**src/logic/otc_defs.vh**
```
// Constants for the output tie-off and thermal control block
`ifndef OTC_DEFS_VH
`define OTC_DEFS_VH

`define OTC_AW 7
`define OTC_DW 9

// Register offsets
`define OTC_ADDR_TIEOFF 7'h31
`define OTC_ADDR_OUTEN 7'h40
`define OTC_ADDR_BOOST 7'h41
`define OTC_ADDR_SWITCH 7'h42
`define OTC_ADDR_IRQ_STATUS 7'h43
`define OTC_ADDR_IRQ_MASK 7'h44
`define OTC_ADDR_STATE 7'h45

// Tie-off register fields
`define OTC_F_RES_SEL 0
`define OTC_F_TSD_EN 1
`define OTC_TIEOFF_RESET 9'h002

// Output enable register fields
`define OTC_F_SPKP_EN 0
`define OTC_F_SPKN_EN 1
`define OTC_F_MONO_EN 2
`define OTC_F_BUF_EN 3
`define OTC_F_MONO_MUTE 4
`define OTC_OUTEN_RESET 9'h000

// Level shift register fields
`define OTC_F_SPK_BOOST 0
`define OTC_F_MONO_BOOST 1
`define OTC_BOOST_RESET 9'h000

// Switch register fields
`define OTC_F_PINSEL_LO 0
`define OTC_PINSEL_W 3
`define OTC_F_SW_POL 3
`define OTC_F_SLOW_EN 4
`define OTC_F_TWO_WIRE 5
`define OTC_SWITCH_RESET 9'h000
`define OTC_PINSEL_SWITCH 3'h1

// Interrupt bits
`define OTC_I_TSD 0
`define OTC_I_SWITCH 1
`define OTC_IRQ_W 2
`define OTC_IRQ_RESET 2'h0

// Slow tick period in master clock periods, as log2
`define OTC_SLOW_LOG2 21

`endif

```
**src/logic/otc_slow_tick.v**
```verilog
// Gated divider producing a one-cycle slow tick every 2**LOG2 clocks while enabled
`timescale 1ns/10ps
`default_nettype none
`include "otc_defs.vh"
module otc_slow_tick #(
    parameter LOG2 = `OTC_SLOW_LOG2
) (
    input wire clock,
    input wire resetn,
    input wire enable,
    output wire tick
);
    reg [LOG2-1:0] count_q;

    // Held at zero while disabled so the first period after enable is whole
    always @(posedge clock or negedge resetn) begin
        if (!resetn) begin
            count_q <= {LOG2{1'b0}};
        end else if (!enable) begin
            count_q <= {LOG2{1'b0}};
        end else begin
            count_q <= count_q + {{(LOG2-1){1'b0}}, 1'b1};
        end
    end

    assign tick = enable && (&count_q);
endmodule
`default_nettype wire

```
**src/logic/otc_debounce.v**
```verilog
// Two-sample debouncer for the switch level, advanced on slow ticks
`timescale 1ns/10ps
`default_nettype none
module otc_debounce (
    input wire clock,
    input wire resetn,
    input wire tick,
    input wire level,
    output wire stable,
    output wire changed
);
    reg sample_q;
    reg stable_q;

    always @(posedge clock or negedge resetn) begin
        if (!resetn) begin
            sample_q <= 1'b0;
            stable_q <= 1'b0;
        end else if (tick) begin
            sample_q <= level;
            if (sample_q == level) begin
                stable_q <= level; // see RQ15
            end
        end
    end

    assign stable = stable_q;
    assign changed = tick && (sample_q == level) && (stable_q != level);
endmodule
`default_nettype wire

```
**src/logic/otc_top.v**
```verilog
// Output tie-off, output switch and thermal shutdown control
//
// Local design decision: the address-and-strobe port.
`timescale 1ns/10ps
`default_nettype none
`include "otc_defs.vh"

// Contract
// RQ1 - Disabled output uses high resistance when select bit is 1, else low.
// RQ2 - Resistance select bit resets to 0, the low resistance.
// RQ3 - Disabled output with boost set ties to 1.5xAVDD/2, else AVDD/2.
// RQ4 - Enabled output DC level follows its boost bit, resistance ignored.
// RQ5 - Unused-pin tie-off buffer is powered only while its enable is set.
// RQ6 - Switch mode needs 2-wire control and pin function select 001.
// RQ7 - High switch enables speaker only, low enables mono only, per enables.
// RQ8 - Polarity bit inverts the switch input before selection.
// RQ9 - Software sets speaker and mono enables before relying on the switch.
// RQ10 - Debounce on slow tick every 2^21 clocks, only when enabled.
// RQ11 - Over-temperature with shutdown enabled disables speaker amplifiers.
// RQ12 - Thermal shutdown enable resets to 1.
// RQ13 - Thermal shutdown event can raise an interrupt.
// RQ14 - Mono mute makes mono a DC driver at speaker DC offset.
// RQ15 - New switch level accepted after two equal consecutive slow samples.
module otc_top #(
    parameter SLOW_LOG2 = `OTC_SLOW_LOG2
) (
    input wire clock,
    input wire resetn,
    input wire [`OTC_AW-1:0] reg_addr,
    input wire [`OTC_DW-1:0] reg_wdata,
    input wire reg_write,
    input wire reg_read,
    output reg [`OTC_DW-1:0] reg_rdata,
    input wire chipselect_switch_pin,
    input wire overtemp_flag,
    output reg speaker_pos_enable,
    output reg speaker_neg_enable,
    output reg mono_enable,
    output reg speaker_pos_pin_boost,
    output reg speaker_neg_pin_boost,
    output reg mono_pin_boost,
    output reg tieoff_high_resistance,
    output reg unused_pin_buffer_power,
    output reg mono_pin_dc_drive,
    output wire irq
);
    reg [`OTC_DW-1:0] tieoff_q;
    reg [`OTC_DW-1:0] outen_q;
    reg [`OTC_DW-1:0] boost_q;
    reg [`OTC_DW-1:0] switch_q;
    reg [`OTC_IRQ_W-1:0] status_q;
    reg [`OTC_IRQ_W-1:0] mask_q;
    reg pin_meta_q;
    reg pin_sync_q;
    reg temp_meta_q;
    reg temp_sync_q;
    reg temp_prev_q;
    reg [`OTC_DW-1:0] rdata_d;
    reg [`OTC_IRQ_W-1:0] status_d;

    wire tieoff_resistance_select = tieoff_q[`OTC_F_RES_SEL];
    wire overtemp_shutdown_enable = tieoff_q[`OTC_F_TSD_EN];
    wire speaker_pos_en_bit = outen_q[`OTC_F_SPKP_EN];
    wire speaker_neg_en_bit = outen_q[`OTC_F_SPKN_EN];
    wire mono_output_enable = outen_q[`OTC_F_MONO_EN];
    wire unused_pin_buffer_enable = outen_q[`OTC_F_BUF_EN];
    wire mono_dc_reference_mode = outen_q[`OTC_F_MONO_MUTE];
    wire speaker_level_shift_select = boost_q[`OTC_F_SPK_BOOST];
    wire mono_level_shift_select = boost_q[`OTC_F_MONO_BOOST];
    wire [`OTC_PINSEL_W-1:0] shared_pin_function_select =
        switch_q[`OTC_F_PINSEL_LO +: `OTC_PINSEL_W];
    wire switch_input_polarity = switch_q[`OTC_F_SW_POL];
    wire slow_tick_enable = switch_q[`OTC_F_SLOW_EN];
    wire two_wire_mode = switch_q[`OTC_F_TWO_WIRE];

    wire switch_mode;
    wire slow_tick;
    wire switch_stable;
    wire switch_changed;
    wire switch_level;
    wire speaker_allowed;
    wire mono_allowed;
    wire tsd_active;
    wire tsd_event;

    // Pin and temperature inputs are asynchronous to the master clock
    always @(posedge clock or negedge resetn) begin
        if (!resetn) begin
            pin_meta_q <= 1'b0;
            pin_sync_q <= 1'b0;
            temp_meta_q <= 1'b0;
            temp_sync_q <= 1'b0;
            temp_prev_q <= 1'b0;
        end else begin
            pin_meta_q <= chipselect_switch_pin;
            pin_sync_q <= pin_meta_q;
            temp_meta_q <= overtemp_flag;
            temp_sync_q <= temp_meta_q;
            temp_prev_q <= temp_sync_q;
        end
    end

    assign switch_mode = two_wire_mode &&
        (shared_pin_function_select == `OTC_PINSEL_SWITCH); // see RQ6

    // Polarity applied before debounce so the filtered level is the selector
    assign switch_level = pin_sync_q ^ switch_input_polarity; // see RQ8

    otc_slow_tick #(
        .LOG2(SLOW_LOG2)
    ) u_tick (
        .clock(clock),
        .resetn(resetn),
        .enable(slow_tick_enable && switch_mode), // see RQ10
        .tick(slow_tick)
    );

    otc_debounce u_debounce (
        .clock(clock),
        .resetn(resetn),
        .tick(slow_tick),
        .level(switch_level),
        .stable(switch_stable),
        .changed(switch_changed)
    );

    // Outside switch mode the enable bits pass straight through
    assign speaker_allowed = !switch_mode || switch_stable; // see RQ7
    assign mono_allowed = !switch_mode || !switch_stable; // see RQ7

    assign tsd_active = temp_sync_q && overtemp_shutdown_enable; // see RQ11
    assign tsd_event = temp_sync_q && !temp_prev_q && overtemp_shutdown_enable;

    // Registered drive controls for the analogue output stages
    always @(posedge clock or negedge resetn) begin
        if (!resetn) begin
            speaker_pos_enable <= 1'b0;
            speaker_neg_enable <= 1'b0;
            mono_enable <= 1'b0;
            speaker_pos_pin_boost <= 1'b0;
            speaker_neg_pin_boost <= 1'b0;
            mono_pin_boost <= 1'b0;
            tieoff_high_resistance <= 1'b0;
            unused_pin_buffer_power <= 1'b0;
            mono_pin_dc_drive <= 1'b0;
        end else begin
            speaker_pos_enable <= speaker_pos_en_bit && speaker_allowed &&
                !tsd_active; // see RQ11
            speaker_neg_enable <= speaker_neg_en_bit && speaker_allowed &&
                !tsd_active; // see RQ11
            mono_enable <= mono_output_enable && mono_allowed; // see RQ7
            // Boost picks the reference both when enabled and when tied off
            speaker_pos_pin_boost <= speaker_level_shift_select; // see RQ3 see RQ4
            speaker_neg_pin_boost <= speaker_level_shift_select; // see RQ3 see RQ4
            mono_pin_boost <= mono_dc_reference_mode ? speaker_level_shift_select
                : mono_level_shift_select; // see RQ14
            tieoff_high_resistance <= tieoff_resistance_select; // see RQ1
            unused_pin_buffer_power <= unused_pin_buffer_enable; // see RQ5
            mono_pin_dc_drive <= mono_dc_reference_mode; // see RQ14
        end
    end

    // Register writes
    always @(posedge clock or negedge resetn) begin
        if (!resetn) begin
            tieoff_q <= `OTC_TIEOFF_RESET; // see RQ2 see RQ12
            outen_q <= `OTC_OUTEN_RESET;
            boost_q <= `OTC_BOOST_RESET;
            switch_q <= `OTC_SWITCH_RESET;
            mask_q <= `OTC_IRQ_RESET;
        end else if (reg_write) begin
            case (reg_addr)
                `OTC_ADDR_TIEOFF: begin
                    tieoff_q <= reg_wdata;
                end
                `OTC_ADDR_OUTEN: begin
                    outen_q <= reg_wdata;
                end
                `OTC_ADDR_BOOST: begin
                    boost_q <= reg_wdata;
                end
                `OTC_ADDR_SWITCH: begin
                    switch_q <= reg_wdata;
                end
                `OTC_ADDR_IRQ_MASK: begin
                    mask_q <= reg_wdata[`OTC_IRQ_W-1:0];
                end
                default: begin
                    mask_q <= mask_q;
                end
            endcase
        end
    end

    // Sticky status: write one clears, a new event in the same cycle wins
    always @* begin
        status_d = status_q;
        if (reg_write && (reg_addr == `OTC_ADDR_IRQ_STATUS)) begin
            status_d = status_q & ~reg_wdata[`OTC_IRQ_W-1:0];
        end
        if (tsd_event) begin
            status_d[`OTC_I_TSD] = 1'b1; // see RQ13
        end
        if (switch_changed && switch_mode) begin
            status_d[`OTC_I_SWITCH] = 1'b1;
        end
    end

    always @(posedge clock or negedge resetn) begin
        if (!resetn) begin
            status_q <= `OTC_IRQ_RESET;
        end else begin
            status_q <= status_d;
        end
    end

    assign irq = |(status_q & mask_q); // see RQ13

    // Read mux; unmapped addresses read zero
    always @* begin
        rdata_d = {`OTC_DW{1'b0}};
        case (reg_addr)
            `OTC_ADDR_TIEOFF: begin
                rdata_d = tieoff_q;
            end
            `OTC_ADDR_OUTEN: begin
                rdata_d = outen_q;
            end
            `OTC_ADDR_BOOST: begin
                rdata_d = boost_q;
            end
            `OTC_ADDR_SWITCH: begin
                rdata_d = switch_q;
            end
            `OTC_ADDR_IRQ_STATUS: begin
                rdata_d[`OTC_IRQ_W-1:0] = status_q;
            end
            `OTC_ADDR_IRQ_MASK: begin
                rdata_d[`OTC_IRQ_W-1:0] = mask_q;
            end
            `OTC_ADDR_STATE: begin
                rdata_d[0] = switch_stable;
                rdata_d[1] = temp_sync_q;
                rdata_d[2] = speaker_pos_enable;
                rdata_d[3] = speaker_neg_enable;
                rdata_d[4] = mono_enable;
                rdata_d[5] = switch_mode;
            end
            default: begin
                rdata_d = {`OTC_DW{1'b0}};
            end
        endcase
    end

    always @(posedge clock or negedge resetn) begin
        if (!resetn) begin
            reg_rdata <= {`OTC_DW{1'b0}};
        end else if (reg_read) begin
            reg_rdata <= rdata_d;
        end else begin
            reg_rdata <= {`OTC_DW{1'b0}};
        end
    end
endmodule
`default_nettype wire

```
**config.mk**
```make
export PLATFORM = sky130hd
export DESIGN_NAME = otc_top
export DESIGN_NICKNAME = d
export VERILOG_FILES = /design/src/logic/otc_slow_tick.v /design/src/logic/otc_debounce.v /design/src/logic/otc_top.v
export VERILOG_INCLUDE_DIRS = /design/src /design/src/logic
export SDC_FILE = /design/constraint.sdc
export NUM_CORES = 1
export LEC_CHECK = 0
export BUFFER_PORTS_ARGS = -buffer_cell sky130_fd_sc_hd__buf_4
export CAP_MARGIN = 20
export CORE_ASPECT_RATIO = 1.2
export CORE_MARGIN = 2
export CORE_UTILIZATION = 25
export CTS_CLUSTER_DIAMETER = 40
export CTS_CLUSTER_SIZE = 24
export DETAILED_ROUTE_END_ITERATION = 8
export HOLD_SLACK_MARGIN = 0.02
export SYNTH_ARGS = -nofsm -noshare
export SYNTH_HDL_FRONTEND = slang
export SYNTH_HIERARCHICAL = 1
export SYNTH_SLANG_ARGS = --single-unit
```
**constraint.sdc**
```tcl
create_clock -name clock -period 2.1 [get_ports clock]
set_input_delay 0.42 -clock clock [delete_from_list [all_inputs] [get_ports clock]]
set_output_delay 0.42 -clock clock [all_outputs]
set_load 0.1 [all_outputs]
```
Word-level counts from Yosys, hierarchy flattened
Cells that the tools add are included.
- register bits after elaboration: 85
- output and inout bits: 19
- add/sub/neg operators: 1
- equal/unequal tests: 10
- multiplexer cells: 9
- bitwise logic cells: 4
- reductions and logical operators: 31
- operators by type and width (operator ; number):
    == test 7 bit, second input constant ; 6
    adder 21 x 1 -> 21 bit, second input constant ; 1
    two-way mux 21 bit ; 1
    AND reduction 21 bit ; 1
    one-hot mux 4 bit (5 select lines) ; 1
    logical AND 1 bit ; 15
    one-hot mux 2 bit (7 select lines) ; 1
    one-hot mux 3 bit (4 select lines) ; 1
    AND reduction 2 bit ; 6
    two-way mux 9 bit ; 1
    == test 7 x 6 -> 1 bit, second input constant ; 1
    bitwise AND 2 bit ; 2
    logical NOT 1 bit ; 4
    nonzero test 2 bit ; 2
    == test 3 x 1 -> 1 bit, second input constant ; 1
    two-way mux 1 bit ; 3
    logical OR 1 bit ; 2
    two-way mux 2 bit ; 1
    NOT 2 bit ; 1
    OR reduction 2 bit ; 1
    == test 1 bit ; 1
    != test 1 bit ; 1
    XOR 1 bit ; 1

Longest topological paths before layout
- depth after elaboration: 8
- depth in mapped cells: 7

By module
The synthesis kept the hierarchy.
- modules (own cells, without submodules) (module ; times used ; cells each ; area an instance (µm²) ; sequential area each (µm²)):
    otc_top ; 1 ; 193 ; 2683.8 ; 1552.7
    otc_slow_tick ; 1 ; 103 ; 1026.0 ; 525.5
    otc_debounce ; 1 ; 11 ; 106.4 ; 50.0

Worst setup path after synthesis
OpenSTA, ideal clock, no wires.
- path type: flip-flop to flip-flop
- start point: register u_tick.count_q[3]
- end point: register status_q[1]
- library setup time: 0.066 ns
- arrival time: 1.901 ns
- data required time: 2.034 ns
- slack: 0.133 ns
- stages on the path, launching flop included: 7
- period minus slack after synthesis: 1.967 ns
- cells stage by stage: dfrtp_1 nand4_4 nor4_1 or3b_1 nor2_1 a21boi_1 a22o_1
- word-level cells in the longest chain between the ends: 6
- RTL lines (what ; line ; source):
    from (decl) ; otc_slow_tick.v:13 ; reg [LOG2-1:0] count_q;
    from (signal assigned) ; otc_slow_tick.v:18 ; count_q <= {LOG2{1'b0}};
    from (signal assigned) ; otc_slow_tick.v:20 ; count_q <= {LOG2{1'b0}};
    from (signal assigned) ; otc_slow_tick.v:22 ; count_q <= count_q + {{(LOG2-1){1'b0}}, 1'b1};
    AND reduction 21 bit (*) ; otc_slow_tick.v:26 ; assign tick = enable && (&count_q);
    logical AND 1 bit (*) ; otc_slow_tick.v:26 ;
    named net slow_tick ; otc_top.v:77 ; wire slow_tick;
    logical AND 1 bit (*) (2 in series) ; otc_debounce.v:28 ; assign changed = tick && (sample_q == level) && (stable_q != level);
    named net switch_changed ; otc_top.v:79 ; wire switch_changed;
    logical AND 1 bit (*) ; otc_top.v:204 ; if (switch_changed && switch_mode) begin
    two-way mux 1 bit / nonzero test 2 bit (equally long branches) ; - ;
    to (signal assigned) ; otc_top.v:211 ; status_q <= `OTC_IRQ_RESET;
    to (signal assigned) ; otc_top.v:213 ; status_q <= status_d;
    to (decl) ; otc_top.v:51 ; reg [`OTC_IRQ_W-1:0] status_q;
The timed path passes the listed nets; every way through them passes the cells marked *.
A chain may end at the register's enable or synchronous reset.

Final worst setup path
- start point: register u_tick.count_q[5]
- end point: register u_debounce.stable_q (netlist: u_debounce/stable)
- word-level cells in the longest chain between the ends: 3
- RTL lines (what ; line ; source):
    AND reduction 21 bit ; otc_slow_tick.v:26 ;
    logical AND 1 bit ; otc_slow_tick.v:26 ;
    named net slow_tick ; otc_top.v:77 ;
    AND reduction 2 bit (no line) ; - ;
    to (signal assigned) ; otc_debounce.v:22 ; stable_q <= level;
    to (decl) ; otc_debounce.v:13 ; reg stable_q;
The timed path passes the listed nets, and every way through them passes these cells.

==> impl_summary.md <==
Outcome
The flow ran to the end, and the final reports show no timing, DRC or antenna violations.

Synthesis
The net count of the mapped netlist is 330. A synthesized cell averages 12.4 um2. The sequential share of the synthesized area is 0.558.

The dominant register cell in the synthesized netlist is sky130_fd_sc_hd__dfrtp_1. The post-synthesis instance area is 3820 um2. The cell count after synthesis is 307.

The number of flops mapped to enable cells by yosys is 0. The register bit total from synthesis is 85. The number of distinct library cells after synthesis is 58.

During synthesis, Yosys emitted a total of 6 warnings. Counting flops with an async set or reset pin after synthesis yields a share of 1.00.

Setup path
The maximum fanout along the worst path is 5. In this run the register-to-register setup slack is 0.18 ns. The worst flop-to-flop path startpoint is u_tick/count_q[5]$_DFF_PN0_. The kind of cell with the highest combined delay along the critical path is simple AND/OR/NAND/NOR gates. The worst setup path is captured at a flop. In this run the critical register-to-register path is captured at u_debounce/stable$_DFFE_PN0P_. The worst endpoint data arrival time is 2.15 ns. At the worst endpoint, the required time is 2.33 ns. The largest individual stage delay along the critical path comes from the cell sky130_fd_sc_hd__or3b_1. The worst path buffer plus inverter count is 1. STA classifies the critical path startpoint as a flop. By startpoint and endpoint, the worst setup path is classified as flop to flop. For this run, the slowest stage of the critical path takes 0.44 ns. The critical path goes through nand4_4 -> nor4_2 -> or3b_1 -> nor2_1 -> buf_4 -> nand2b_1 -> o2bb2ai_1. The path depth of the worst reg2reg path is 7.

Clock network
In this run the number of H-tree levels came out at 3. The clock input transition at the sequential cells of the worst setup and hold paths is 0.06 ns. TritonCTS created 9 clock buffers.

The later pin in the worst-skew pair is clocked with a latency of 0.34 ns. CTS saw 85 sinks. The post-CTS setup buffer count is 0. The clock passes through at most 2 buffers. The clock tree from TritonCTS is built. The tree is rooted in a sky130_fd_sc_hd__clkbuf_16.

Detailed routing
Once detail routing completed, the nets flagged for antenna violations numbered 0. Summing over every cut layer, the via total after detailed routing is 2658. After detailed routing, the total wire length is 9110 um. Dividing the detail-routed wire length by the instance count gives 15.6 um. The detailed-route vias per instance is 4.57. The remaining design rule violation count is 0. The number of search-and-repair iterations in the first detailed-routing pass is 4. In this run, the number of DRC markers left after iteration 0 of detailed routing was 168.

Timing
The sum of negative setup slack is 0 ns. Setup repair after global routing left no endpoint under its margin. In the finished design, the share of the clock period the worst path needs comes to 0.914. The worst hold margin is 0.182 ns. The number of hold-slack violations in the final timing report is 0. The final-report max-slew violation count is 0. The slew at the pin with the worst max-slew slack is 0.359 ns. The worst path in the final design needs a cycle of 1.92 ns, including I/O delays and setup.

Measured against its own limit, the worst slew margin works out to 0.758. The final worst setup slack is 0.181 ns. The highest achievable clock rate is 0.521 GHz. Setup violations remaining at the end of the flow were counted as 0. The setup clock skew after layout is 0.0103 ns.

Global routing
The number of global-route vias before repair was 2749. Entering global routing, the biggest net connects 55 pins. The number of antenna violations at the first check in global routing is 0. The first global-routing pass estimated 15000 um of wire. The total overflow left after global routing is 0.

The total global-route track usage is 0.119.

Flow run
Max-cap violations in this run came to 0.

Hold path
The startpoint identified for the worst hold timing path is chipselect_switch_pin. The endpoint of the worst hold-timing path is pin_meta_q$_DFF_PN0_. The classification of the worst-slack hold path is input pin to flop. Counting instances, the worst hold path has a depth of 1.

Floorplanning
During I/O placement, the number of pins put on the boundary was 41. The initialized floorplan defines 49 standard-cell rows. The initial utilization of the core area, before any placement, comes to 0.255.

The floorplan step defined a die boundary enclosing 16300 um2. The horizontal die dimension is 117 um. The die height is 139 um. The area of the core region is 15000 um2.

Place
The pre-CTS setup slack is 0.0443 ns. Port buffering added 40 buffers. Routability-driven placement finished with a final weighted congestion of 0.766. After legalization and detailed placement, the total HPWL measured 6440 um. After detailed placement, the total cell area comes to 4510 um2.

Pwr
The worst supply voltage drop on vdd is 0.000384 V. For this design the static power due to leakage is 2.14 nW. The ratio of total power to cell area is 778 nW/um2.

Layout
The antenna diode count is 0. The final net count is 396. Summing all non-filler instances in the final layout gives an area of 4810 um2.

The most common library cell in the layout ignoring fill and taps is sky130_fd_sc_hd__dfrtp_1. Relative to the synthesized area, the layout overhead comes to 26.2%. Of the cells placed in the final design, the portion with a size suffix greater than 1 is 0.357.

The count of fill cells added during filler insertion is 1549. In the layout the commonest cells are 84 x sky130_fd_sc_hd__dfrtp_1, 62 x sky130_fd_sc_hd__buf_4, 41 x sky130_fd_sc_hd__mux2_2, 19 x sky130_fd_sc_hd__nor2_1, 18 x sky130_fd_sc_hd__nand2_1.
## worst max-delay path by stage
stage	from	endpoint	slack [ns]	cells after the start
after floorplan	u_tick/count_q[3]$_DFF_PN0_	status_q[1]$_DFFE_PN0P_	0.13	6
after global placement	reg_addr[5]	status_q[1]$_DFFE_PN0P_	0.07	6
after detailed placement	reg_addr[5]	switch_q[6]$_DFFE_PN0P_	0.04	5
after CTS	u_tick/count_q[0]$_DFF_PN0_	u_debounce/stable$_DFFE_PN0P_	0.08	8
after global routing	u_tick/count_q[10]$_DFF_PN0_	u_debounce/stable$_DFFE_PN0P_	0.05	7
final	u_tick/count_q[5]$_DFF_PN0_	u_debounce/stable$_DFFE_PN0P_	0.18	7
## per-stage QoR
| stage | total power, mW | cells | utilization |
|---|---|---|---|
| global route | 3.89 | 582 | 0.322 |
| global placement | 2.18 | 565 | 0.301 |
| floorplan | 2.03 | 307 | - |
| finish | 3.75 | 582 | 0.322 |
| CTS | 3.78 | 582 | 0.321 |
| detailed placement | 2.19 | 565 | 0.301 |
## cells in the mapped netlist (3+ instances only)
cell                        count  area [um2]
sky130_fd_sc_hd__a21boi_0       5        37.5
sky130_fd_sc_hd__a21oi_1       11        55.1
sky130_fd_sc_hd__a22oi_1        4        30.0
sky130_fd_sc_hd__and2_1         7        43.8
sky130_fd_sc_hd__and3_1         3        18.8
sky130_fd_sc_hd__clkbuf_1       4        15.0
sky130_fd_sc_hd__dfrtp_1       84        2100
sky130_fd_sc_hd__inv_1          6        22.5
sky130_fd_sc_hd__mux2_2        41         462
sky130_fd_sc_hd__mux2i_1        7        70.1
sky130_fd_sc_hd__nand2_1       18        67.6
sky130_fd_sc_hd__nand2b_1       3        18.8
sky130_fd_sc_hd__nand3_1        4        20.0
sky130_fd_sc_hd__nand3b_1       4        30.0
sky130_fd_sc_hd__nand4_1        4        25.0
sky130_fd_sc_hd__nor2_1        19        71.3
sky130_fd_sc_hd__nor4_1         3        18.8
sky130_fd_sc_hd__o21ai_0       12        60.1
sky130_fd_sc_hd__o2bb2ai_1      3        26.3
sky130_fd_sc_hd__o31ai_1        3        22.5
sky130_fd_sc_hd__or3_1          7        43.8
sky130_fd_sc_hd__xor2_1         7        61.3
## sequential cells by signal, indices dropped and copies added (netlist names), 2 cells and up
name	cells
mask_q	2
tieoff_q	9
reg_rdata	9
switch_q	9
status_q	2
boost_q	9
u_tick/count_q	21
outen_q	9
## where the power goes
group / internal, mW / switching, mW
clock network: 0.929 / 0.663
logic: 0.140 / 0.243
registers: 1.72 / 0.0522
## metal layers
metal  wire (um)  global-route usage
met2        4610               0.192
met1        4090               0.158
met4          92              0.0341
met3         313              0.0287
met5           0                   0
## cell families after synthesis
logic type / Yosys count / synth area share
fa+ha+maj: 1 / 0.00328
buf+inv: 16 / 0.0203
flops: 85 / 0.558
xor+xnor: 9 / 0.0207
compound gates: 49 / 0.0853
mux: 51 / 0.154
simple gates: 96 / 0.159
## layout make-up
cell class	count	area, um2	area share
clock buffer	11	233	0.0483
clock inverter	5	60.1	0.0125
sequential	85	2130	0.442
tap	204	255	0.0530
timing repair buffer	64	495	0.103
inverter	7	26.3	0.00546
multi-input combinational	206	1620	0.336
## timing repair
item                       4_1_cts  5_1_grt
hold buffers                     1        0
gates resized for setup          0        1
hold endpoints to repair        15        0
setup endpoints to repair        0        1
Note: power is estimated with default switching activity, not from simulation.
